### src/hdl/sfcp_defs.vh
// sfcp_defs.vh: constants of the sensor fieldbus command port
// assumes plain verilog-2005 inclusion by bare name
`ifndef SFCP_DEFS_VH
`define SFCP_DEFS_VH
// telegram words
`define SFCP_START_WORD    16'hffff
`define SFCP_CMD_ACK       16'h4141
`define SFCP_CMD_NAK       16'h414e
`define SFCP_CMD_SET_TASK  16'h004b
`define SFCP_SET_TASK_CNT  16'h0002
// header is 15 words; count is the last
`define SFCP_HDR_WORDS     4'hf
`define SFCP_IDX_CMD       4'h3
`define SFCP_IDX_TRANS     4'h7
`define SFCP_IDX_COUNT     4'he
// fieldbus address
`define SFCP_ADDR_DEFAULT  7'h7e
// slowed refresh while config tool attached
`define SFCP_SLOW_MS       200
`define SFCP_CLK_KHZ       100000
// device modes
`define SFCP_MODE_DETECT   2'h0
`define SFCP_MODE_MENU     2'h1
`define SFCP_MODE_CMD      2'h2
`endif

### src/hdl/sfcp_command_port.v
// sfcp_command_port.v: telegram acknowledge, fieldbus process data,
// address keeping and first-come arbitration of the sensor port
// assumes words arrive already byte-assembled, low byte first on the wire
//
// Behaviour
// (RQ1) reply ffff ffff 4141, echo command, zero count
// (RQ2) host selects task with 004b, count two
// (RQ3) fieldbus slave, auto baud, up to 6 Mbit
// (RQ4) menu mode freezes process data, ignores requests; only fieldbus tasks are ignored, ethernet and pin tasks still load
// (RQ5) command mode freezes process data, ignores requests; only fieldbus tasks are ignored, ethernet and pin tasks still load
// (RQ6) config tool attached: refresh every 200 ms
// (RQ7) first arriving source wins, equal priority; same-cycle ties go ethernet, then fieldbus, then pins
// (RQ8) ethernet and fieldbus both live in detection
// (RQ9) fieldbus selects one of 16 tasks
// (RQ10) report windows, hits, logic, scan, status
// (RQ11) factory slave address is 126
// (RQ12) master assigns address below 126
// (RQ13) assigned address stored, readable, changeable later
// (RQ14) local address change takes effect after power-on
// (RQ15) control enables a described data module only
// (RQ16) unprocessable command answered with 414e
// (RQ17) telegram words are little-endian
// (RQ18) padding and unused reply fields are zero
`timescale 1ns/1ps
`default_nettype none
`include "sfcp_defs.vh"
module sfcp_command_port #(
   parameter SLOW_CYCLES = (`SFCP_SLOW_MS * `SFCP_CLK_KHZ)
) (
   // clock and reset
   input  wire        mclk,
   input  wire        reset_n,
   // received telegram words, little-endian assembled upstream
   input  wire        rxValid,
   input  wire [15:0] rxWord,
   input  wire        rxLast,
   // reply words
   output wire        txValid,
   input  wire        txReady,
   output wire [15:0] txWord,
   // fieldbus side (frames decoded by the bus engine)
   input  wire        fbBaudLock,
   input  wire        fbTaskStrobe,
   input  wire [3:0]  fbTaskNum,
   input  wire        fbAddrStrobe,
   input  wire [6:0]  fbAddrNew,
   // discrete task lines (asynchronous pins)
   input  wire        pinTaskStrobe,
   input  wire [3:0]  pinTaskNum,
   // sensor state
   input  wire [1:0]  sensorMode,
   input  wire        toolAttached,
   input  wire        scanDone,
   input  wire [15:0] scanNum,
   input  wire [7:0]  sensorInfo,
   input  wire [7:0]  sensorState,
   input  wire [15:0] awResult,
   input  wire [143:0] awHits,
   input  wire [7:0]  logicResult,
   // address storage
   input  wire [6:0]  nvAddr,
   input  wire        nvAddrValid,
   input  wire        localAddrStrobe,
   input  wire [6:0]  localAddr,
   output reg         nvWrite,
   output reg  [6:0]  nvWriteAddr,
   output reg  [6:0]  slaveAddr,
   // task selection and process data out
   output reg         taskLoad,
   output reg  [3:0]  taskSel,
   output reg         taskSave,
   output reg         fbActive,
   output reg  [207:0] procData
);
   localparam ST_HDR  = 2'h0;
   localparam ST_DATA = 2'h1;
   localparam ST_SEND = 2'h2;

   reg [1:0]  state_r;
   reg [3:0]  idx_r;
   reg [15:0] cmd_r;
   reg [15:0] cnt_r;
   reg [15:0] taskWord_r;
   reg [1:0]  dataIdx_r;
   reg        nak_r;
   reg [3:0]  txIdx_r;
   reg [31:0] slowCnt_r;
   reg        pinSync1_r;
   reg        pinSync2_r;
   reg [3:0]  pinTask1_r;
   reg [3:0]  pinTask2_r;
   reg        pinPrev_r;
   reg        addrLoaded_r;
   reg [15:0] bufWord;
   wire       bufReady;
   wire       frozen;
   wire       pinEdge;
   wire       ethTask;
   wire       slowTick;

   // menu and command modes hold process data and ignore fieldbus task requests
   assign frozen   = (sensorMode == `SFCP_MODE_MENU) ||
                     (sensorMode == `SFCP_MODE_CMD); // RQ4 RQ5
   assign pinEdge  = pinSync2_r & ~pinPrev_r;
   assign slowTick = (slowCnt_r == 32'h0);
   assign ethTask  = (state_r == ST_DATA) && rxValid && rxLast && !nak_r &&
                     (dataIdx_r == 2'h1) && (taskWord_r[15:4] == 12'h0); // RQ16

   ////////////////////////////////////////////////////////////////////////
   // pins pass two flops before any logic sees them
   always @(posedge mclk or negedge reset_n)
   begin
      if (!reset_n)
      begin
         pinSync1_r <= 1'b0;
         pinSync2_r <= 1'b0;
         pinTask1_r <= 4'h0;
         pinTask2_r <= 4'h0;
         pinPrev_r  <= 1'b0;
      end
      else
      begin
         pinSync1_r <= pinTaskStrobe;
         pinSync2_r <= pinSync1_r;
         pinTask1_r <= pinTaskNum;
         pinTask2_r <= pinTask1_r;
         pinPrev_r  <= pinSync2_r;
      end
   end

   ////////////////////////////////////////////////////////////////////////
   // telegram receive: header, optional user data, then reply
   always @(posedge mclk or negedge reset_n)
   begin
      if (!reset_n)
      begin
         state_r    <= ST_HDR;
         idx_r      <= 4'h0;
         cmd_r      <= 16'h0;
         cnt_r      <= 16'h0;
         taskWord_r <= 16'h0;
         dataIdx_r  <= 2'h0;
         nak_r      <= 1'b0;
         txIdx_r    <= 4'h0;
      end
      else
      begin
         case (state_r)
            ST_HDR:
               if (rxValid)
               begin
                  idx_r <= idx_r + 4'h1;
                  if (idx_r == `SFCP_IDX_CMD)
                     cmd_r <= rxWord;
                  if ((idx_r < 4'h2) && (rxWord != `SFCP_START_WORD))
                     nak_r <= 1'b1;
                  if (idx_r == `SFCP_IDX_COUNT)
                  begin
                     cnt_r     <= rxWord;
                     dataIdx_r <= 2'h0;
                     idx_r     <= 4'h0;
                     // only task select is executed here, with its fixed count
                     if (cmd_r != `SFCP_CMD_SET_TASK ||
                         rxWord != `SFCP_SET_TASK_CNT)
                        nak_r <= 1'b1; // RQ16
                     if (rxLast || rxWord == 16'h0)
                     begin
                        state_r <= ST_SEND;
                        txIdx_r <= 4'h0;
                     end
                     else
                        state_r <= ST_DATA;
                  end
               end
            ST_DATA:
               if (rxValid)
               begin
                  dataIdx_r <= dataIdx_r + 2'h1;
                  if (dataIdx_r == 2'h0)
                     taskWord_r <= rxWord; // RQ2
                  if (taskWord_r > 16'h000f && dataIdx_r == 2'h1)
                     nak_r <= 1'b1;
                  if (rxLast)
                  begin
                     state_r <= ST_SEND;
                     txIdx_r <= 4'h0;
                     if (dataIdx_r != 2'h1)
                        nak_r <= 1'b1; // RQ16
                  end
               end
            ST_SEND:
               if (bufReady)
               begin
                  txIdx_r <= txIdx_r + 4'h1;
                  if (txIdx_r == `SFCP_IDX_COUNT)
                  begin
                     state_r <= ST_HDR;
                     nak_r   <= 1'b0;
                  end
               end
            default:
               state_r <= ST_HDR;
         endcase
      end
   end

   ////////////////////////////////////////////////////////////////////////
   // reply word mux; all other fields and padding are zero
   always @*
   begin
      bufWord = 16'h0; // RQ18
      if (txIdx_r < 4'h2)
         bufWord = `SFCP_START_WORD; // RQ1
      else if (txIdx_r == `SFCP_IDX_CMD)
         bufWord = nak_r ? `SFCP_CMD_NAK : `SFCP_CMD_ACK; // RQ1 RQ16
      else if (txIdx_r == `SFCP_IDX_TRANS)
         bufWord = cmd_r; // RQ1
   end

   sfcp_skid_buffer #(
      .WIDTH (16)
   ) u_buf (
      .mclk     (mclk),
      .reset_n  (reset_n),
      .inValid  (state_r == ST_SEND),
      .inReady  (bufReady),
      .inData   (bufWord),
      .outValid (txValid),
      .outReady (txReady),
      .outData  (txWord)   // RQ17 whole words; byte order set downstream
   );

   ////////////////////////////////////////////////////////////////////////
   // task select: the first source seen in a cycle wins, ties by order
   always @(posedge mclk or negedge reset_n)
   begin
      if (!reset_n)
      begin
         taskLoad <= 1'b0;
         taskSel  <= 4'h0;
         taskSave <= 1'b0;
      end
      else
      begin
         taskLoad <= 1'b0;
         if (ethTask) // RQ7 RQ8
         begin
            taskLoad <= 1'b1;
            taskSel  <= taskWord_r[3:0];
            taskSave <= rxWord[0];
         end
         else if (fbTaskStrobe && !frozen && (slowTick || !toolAttached))
         begin
            taskLoad <= 1'b1; // RQ9 RQ7
            taskSel  <= fbTaskNum;
            taskSave <= 1'b0;
         end
         else if (pinEdge)
         begin
            taskLoad <= 1'b1; // RQ7
            taskSel  <= pinTask2_r;
            taskSave <= 1'b0;
         end
      end
   end

   ////////////////////////////////////////////////////////////////////////
   // 200 ms divider paces refresh while the tool is attached
   always @(posedge mclk or negedge reset_n)
   begin
      if (!reset_n)
         slowCnt_r <= 32'h0;
      else if (slowTick)
         slowCnt_r <= SLOW_CYCLES - 1; // RQ6
      else
         slowCnt_r <= slowCnt_r - 32'h1;
   end

   ////////////////////////////////////////////////////////////////////////
   // process image; frozen in menu/command mode, slowed with the tool
   always @(posedge mclk or negedge reset_n)
   begin
      if (!reset_n)
      begin
         procData <= 208'h0;
         fbActive <= 1'b0;
      end
      else
      begin
         fbActive <= fbBaudLock; // RQ3
         if (scanDone && !frozen && (!toolAttached || slowTick)) // RQ4 RQ5 RQ6
            procData <= {scanNum, sensorInfo, sensorState, awResult,
                         awHits, logicResult, 8'h0}; // RQ10
      end
   end

   ////////////////////////////////////////////////////////////////////////
   // slave address: factory 126, master assignment stored at once,
   // local changes only stored and picked up after the next power-on
   always @(posedge mclk or negedge reset_n)
   begin
      if (!reset_n)
      begin
         slaveAddr    <= `SFCP_ADDR_DEFAULT; // RQ11
         addrLoaded_r <= 1'b0;
         nvWrite      <= 1'b0;
         nvWriteAddr  <= `SFCP_ADDR_DEFAULT;
      end
      else
      begin
         nvWrite <= 1'b0;
         if (!addrLoaded_r)
         begin
            addrLoaded_r <= 1'b1;
            if (nvAddrValid)
               slaveAddr <= nvAddr; // RQ14
         end
         else if (fbAddrStrobe && slaveAddr == `SFCP_ADDR_DEFAULT &&
                  fbAddrNew < `SFCP_ADDR_DEFAULT) // RQ12
         begin
            slaveAddr   <= fbAddrNew;
            nvWrite     <= 1'b1; // RQ13
            nvWriteAddr <= fbAddrNew;
         end
         else if (localAddrStrobe)
         begin
            nvWrite     <= 1'b1; // RQ13 RQ14
            nvWriteAddr <= localAddr;
         end
      end
   end
endmodule // sfcp_command_port
`default_nettype wire

### src/hdl/sfcp_skid_buffer.v
// sfcp_skid_buffer.v: two-entry buffer for 16-bit reply words
// assumes the drain side may stall at any time
`timescale 1ns/1ps
`default_nettype none
module sfcp_skid_buffer #(
   parameter WIDTH = 16
) (
   // clock and reset
   input  wire             mclk,
   input  wire             reset_n,
   // fill side
   input  wire             inValid,
   output wire             inReady,
   input  wire [WIDTH-1:0] inData,
   // drain side
   output wire             outValid,
   input  wire             outReady,
   output wire [WIDTH-1:0] outData
);
   reg [WIDTH-1:0] mem_r [0:1];
   reg             wrPtr_r;
   reg             rdPtr_r;
   reg [1:0]       count_r;
   wire            push;
   wire            pop;

   assign inReady  = (count_r != 2'h2);
   assign outValid = (count_r != 2'h0);
   assign outData  = mem_r[rdPtr_r];
   assign push     = inValid & inReady;
   assign pop      = outValid & outReady;

   ////////////////////////////////////////////////////////////////////////
   // pointers and storage; full refuses the writer so no word is lost
   always @(posedge mclk or negedge reset_n)
   begin
      if (!reset_n)
      begin
         wrPtr_r  <= 1'b0;
         rdPtr_r  <= 1'b0;
         count_r  <= 2'h0;
         mem_r[0] <= {WIDTH{1'b0}};
         mem_r[1] <= {WIDTH{1'b0}};
      end
      else
      begin
         if (push)
         begin
            mem_r[wrPtr_r] <= inData;
            wrPtr_r        <= ~wrPtr_r;
         end
         if (pop)
            rdPtr_r <= ~rdPtr_r;
         if (push & ~pop)
            count_r <= count_r + 2'h1;
         else if (pop & ~push)
            count_r <= count_r - 2'h1;
      end
   end
endmodule // sfcp_skid_buffer
`default_nettype wire

### config.mk
export PLATFORM = sky130hd
export DESIGN_NAME = sfcp_command_port
export DESIGN_NICKNAME = d
export VERILOG_FILES = /design/src/hdl/sfcp_command_port.v /design/src/hdl/sfcp_skid_buffer.v
export VERILOG_INCLUDE_DIRS = /design/src /design/src/hdl
export SDC_FILE = /design/constraint.sdc
export NUM_CORES = 1
export LEC_CHECK = 0
export BUFFER_PORTS_ARGS = -buffer_cell sky130_fd_sc_hd__clkbuf_2
export CORE_AREA = 4 4 192 194
export CTS_BUF_LIST = sky130_fd_sc_hd__clkbuf_8
export DETAILED_ROUTE_END_ITERATION = 6
export DIE_AREA = 0 0 196 198
export PLACE_DENSITY = 0.7
export SLEW_MARGIN = 25
export SYNTH_ARGS = -nofsm -noshare
export SYNTH_HDL_FRONTEND = slang
export SYNTH_HIERARCHICAL = 1
export SYNTH_SLANG_ARGS = --single-unit
### constraint.sdc
create_clock -name mclk -period 5.6 [get_ports mclk]
set_input_delay 0.84 -clock mclk [delete_from_list [all_inputs] [get_ports mclk]]
set_output_delay 0.84 -clock mclk [all_outputs]
set_load 0.005 [all_outputs]
[Yosys cells after proc, flatten, opt, wreduce, memory -nomap -nowiden]
Index checks and enable logic that the tools add are counted.
Word-level totals
  register bits: 347
  bits in latches: 0
  memory bits (writable): 0
  memory bits (read-only): 0
  input bits: 260
  output and inout port bits: 247
  word-level logic and storage cells: 179
  memories: 0
Cells by class
  $add $sub $neg: 6
  multiply operators: 0
  div/mod/pow operators: 0
  order comparisons: 7
  equality and inequality tests: 24
  shift-type cells: 0
  multiplexer cells: 61
  bitwise gates (word level): 12
  reductions and logical operators: 42
Operator list (number)
  16-bit two-way mux: 7
  4-bit two-way mux: 11
  7-bit two-way mux: 5
  32-bit bitwise mux: 1
  32-bit logical NOT: 1
  32-bit two-way mux: 1
  32-bit by 1-bit subtractor with 32-bit output, second input constant: 1
  2-bit two-way mux: 12
  1-bit two-way mux: 19
  16-bit demux with 1-bit select: 1
  16-bit by 4-bit greater-than comparator with 1-bit output, second input constant: 1
  16-bit logical NOT: 1
  16-bit != test, second input constant: 1
  16-bit by 2-bit != test with 1-bit output, second input constant: 1
  16-bit by 7-bit != test with 1-bit output, second input constant: 1
  2-bit != test, second input constant: 8
  1-bit logical AND: 14
  12-bit logical NOT: 1
  4-bit case mux with 3 select lines: 1
  2-bit nonzero test: 5
  4-bit by 1-bit adder with 4-bit output, second input constant: 2
  4-bit by 2-bit equality test with 1-bit output, second input constant: 2
  4-bit equality test, second input constant: 2
  4-bit by 2-bit less-than comparator with 1-bit output, second input constant: 2
  other kinds (26): 51

[Longest topological paths before layout]
  depth in word-level cells: 7
  depth in mapped cells: 8
  gate-level depth less buffers: 7

[By module]
The synthesis kept the hierarchy.
Modules (own cells, without submodules)
  sfcp_command_port: times used 1, cells each 932, area an instance 12864.8 um^2, sequential area each 7797.5 um^2
  sfcp_skid_buffer: times used 1, cells each 103, area an instance 1695.4 um^2, sequential area each 900.9 um^2

[Worst setup path after synthesis]
No wires, ideal clock.
  path kind: register -> register
  start point: reg slowCnt_r[3]
  end point: reg slowCnt_r[31]
  setup time: 0.127 ns
  arrival time: 2.343 ns
  data required time: 5.473 ns
  path slack: 3.129 ns
  cell stages (with the launch flop): 7
  buffers on the path: 1
  clock period less this slack: 2.471 ns
  cell sequence: dfrtp_1 > or4_4 > or3_1 > buf_6 > nor4_4 > or4b_1 > mux2_1
Between the ends
  longest elaborated chain between the ends: 2
  elaborated cells between the ends (all ways): 3
  classes of those cells: 1 x add/sub; 1 x mux; 1 x reduce/logical
Ends and longest elaborated chain
  from (decl): line sfcp_command_port.v:87  | reg [31:0] slowCnt_r;
  from (signal assigned): line sfcp_command_port.v:274  | slowCnt_r <= SLOW_CYCLES - 1;
  from (signal assigned): line sfcp_command_port.v:276  | slowCnt_r <= slowCnt_r - 32'h1;
  32-bit by 1-bit subtractor with 32-bit output / 32-bit logical NOT (equally long branches): line sfcp_command_port.v:276, sfcp_command_port.v:105
  32-bit two-way mux *: line sfcp_command_port.v:273  | else if (slowTick)
Every way passes the cells marked *; elsewhere a longest branch is shown, timed or not.
A chain may end at the register's enable or synchronous reset.

[Final worst setup path]
  start point: reg slowCnt_r[2]
  end point: reg procData[156]
Between the ends
  longest elaborated chain between the ends: 3
Ends and longest elaborated chain
  32-bit logical NOT: line sfcp_command_port.v:105  | assign slowTick = (slowCnt_r == 32'h0);
  1-bit logical OR: line sfcp_command_port.v:291  | if (scanDone && !frozen && (!toolAttached || slowTick))
  1-bit logical AND: line sfcp_command_port.v:291
  to (signal assigned): line sfcp_command_port.v:292  | procData <= {scanNum, sensorInfo, sensorState, awResult,
  to (decl): line sfcp_command_port.v:73  | output reg [207:0] procData
Every way passes these cells.

==> reports/qor.yml <==
hold_class: "in2async"
die_height_um: 198
grt_pass1_vias: 10600
via_count: 10200
core_um2: 35200
final_cells: 2054
cap_violations: 0
wl_per_cell_um: 18.5
root_buffer: "clkbuf_8"
pwr-share-comb_pct: 26.2
worst_pin_slew_ns: 1.00
synth_edf_count: 0
status: "complete, no violations"
drc: 0
overflow: 0
path_clk_slew_ns: 0.06
cts_tree: "done"
num_antenna_cells: 0
worstSetupPathType: "reg2reg"
port_buffers: 498
grt_max_degree: 159
drt_wl_total_um: 38100
drtAntennaViolNets: 0
ir_drop_mv: 0.303
hold_buffers: 0
synth-seq-cells: 347
rows: 69
clk_path_buf_depth: 3
layout_commonest_cell: "clkbuf_2"
grtUsageTotal_pct: 19.0
min_period_ns: 3.45
p_per_area_nw_per_um2: 422
synthToLayoutAreaGrowth_pct: 27.3
nets: 1820
cp-startpoint: "slowCnt_r[2]"
clock_latency_ns: 0.61
setup_tns_ns: 0
netlist_instances: 1035
power_switching_mw: 2.31
start_util_pct: 41.3
htree_levels: 2
fin_crit_sh_pct: 61.7
dieArea_um2: 38800
placed_area_um2: 17400
critical_path.max_fanout: 110
gp_congestion: 0.858
dr.pass1.iters: 4
finalMaxSlewViolations: 0
post_cts_resized: 0
pin_count: 507
p_leak_nw: 8.98
async_flop_share_pct: 100
synth-seq-area-share_pct: 59.7
post-place-cells: 1951
grt_antenna_before_repair: 3
ys_warn_count: 6
regToRegStartpoint: "slowCnt_r[2]"
cp-end-kind: "flop"
final_cell_area_um2: 18500
setup_viol: 0
grt_pass1_wl_um: 59000
synth_area_per_cell_um2: 14.1
arrival_ns: 3.92
power_frac_seq_pct: 45.8
syn_area_um2: 14600
p_sw_share_pct: 29.6
hpwl_um: 28700
viasPerCell: 4.99
post-route-util_pct: 52.6
post_cts_buffers: 0
max_freq_mhz: 289
fp.dieW_um: 196
cts_sinks: 347
final_cell_mix: "clkbuf_2 (497), dfrtp_1 (335), mux2_2 (240), clkbuf_8 (72), nand2_1 (45)"
clkPwrFrac_pct: 28.0
ys_types: 62
start_kind: "flop"
synth_top_flop_cell: "dfrtp_1"
slew_headroom_pct: 33.1
fin_skew_ns: 0.0281
required_ns: 6.07
hold_violations: 0
p_int_mw: 5.50
rsz0062_at_grt: "false"
cts_made_buffers: 58
drive_gt1_share_pct: 54.9
drt-initial-drc-count: 361
==> worst max-delay path, cell delays in order (launching register included) <==
cell and delay (ns):
dfrtp_1 0.43, nor4_1 0.40, nand3_1 0.50, o31ai_2 0.57
and3_4 0.43, buf_12 0.45, mux2_2 0.41
==> cell families after synthesis <==
| family | count (synthesis) | synth area share (%) |
|---|---|---|
| flip-flops | 347 | 59.7 |
| multiplexers | 301 | 23.6 |
| AND/OR/NAND/NOR | 199 | 7.51 |
| AO/OA/AOI/OAI | 74 | 3.33 |
| buffers and inverters | 70 | 2.94 |
| XOR/XNOR | 32 | 1.92 |
| adder cells (fa/ha/maj) | 10 | 0.859 |
| other | 2 | 0.0516 |
==> power by group through the flow <==
| stage | registers [mW] | logic, mW | clock network (mW) |
|---|---|---|---|
| CTS | 3.58 | 2.09 | 2.27 |
| global route | 3.66 | 2.24 | 2.38 |
| floorplan | 3.52 | 1.22 | 0 |
| detailed placement | 3.62 | 2.08 | 0 |
| global placement | 3.59 | 2.02 | 0 |
| finish | 3.58 | 2.05 | 2.19 |
==> worst paths after layout <==
path | to | slack [ns] | cells past startpoint
max | procData[156] | 2.15 | 6
min | txIdx_r[2] | 0.22 | 1
max reg2reg | procData[156] | 2.15 | 6
min reg2reg | pinTask2_r[2] | 0.35 | 0
max in group asynchronous | procData[74] | 3.93 | 2
min in group mclk | pinTask1_r[0] | 0.33 | 1
==> synth_stat cells, drive strengths merged (9+ instances only) <==
| cell type | count | area [um^2] |
|---|---|---|
| clkbuf | 16 | 60.1 |
| xnor2 | 21 | 184 |
| o21ai | 28 | 140 |
| dfrtp | 335 | 8380 |
| nand3 | 18 | 90.1 |
| xor2 | 11 | 96.3 |
| nor3 | 15 | 75.1 |
| inv | 15 | 56.3 |
| ha | 10 | 125 |
| mux2i | 17 | 170 |
| dfstp | 12 | 315 |
| nor4 | 22 | 174 |
| nand4 | 19 | 134 |
| o2111ai | 9 | 78.8 |
| buf | 39 | 312 |
| a21oi | 11 | 55.1 |
| nand2 | 45 | 169 |
| nor2 | 37 | 139 |
| mux2 | 284 | 3270 |
| a21o | 9 | 67.6 |
| or3 | 9 | 56.3 |
==> routing by layer <==
layer | routed length, um | GRT usage [%]
met1 | 15400 | 24.0
met2 | 18500 | 31.3
met3 | 2680 | 4.65
met5 | 31 | 0
met4 | 1410 | 8.07
==> final cells by class <==
type / count / area (um^2)
Tap cell: 461 / 577
Multi-Input combinational cell: 625 / 5470
Inverter: 15 / 56.3
Timing Repair Buffer: 503 / 2580
Clock buffer: 72 / 991
Clock inverter: 31 / 159
Sequential cell: 347 / 8700
Fill cell: 3074 / 16700
==> flip-flops by register name (all words and copies together), names as in the netlist, 2 cells and up <==
signal         cells
u_buf/count_r      2
nvWriteAddr        7
state_r            2
idx_r              4
pinTask2_r         4
cmd_r             16
taskSel            4
taskWord_r        16
txIdx_r            4
slowCnt_r         32
procData         200
dataIdx_r          2
slaveAddr          7
pinTask1_r         4
u_buf/mem_r       32
==> through the flow <==
step | total power [mW] | setup slack [ns] | hold WS (ns)
after floorplan | 4.74 | 3.13 | 0.331
after global placement | 5.61 | 2.27 | 0.332
after detailed placement | 5.69 | 2.20 | 0.335
after CTS | 7.94 | 2.16 | 0.235
after global routing | 8.29 | 1.91 | 0.266
final | 7.81 | 2.15 | 0.224
Note: power is estimated with default switching activity, not from simulation.
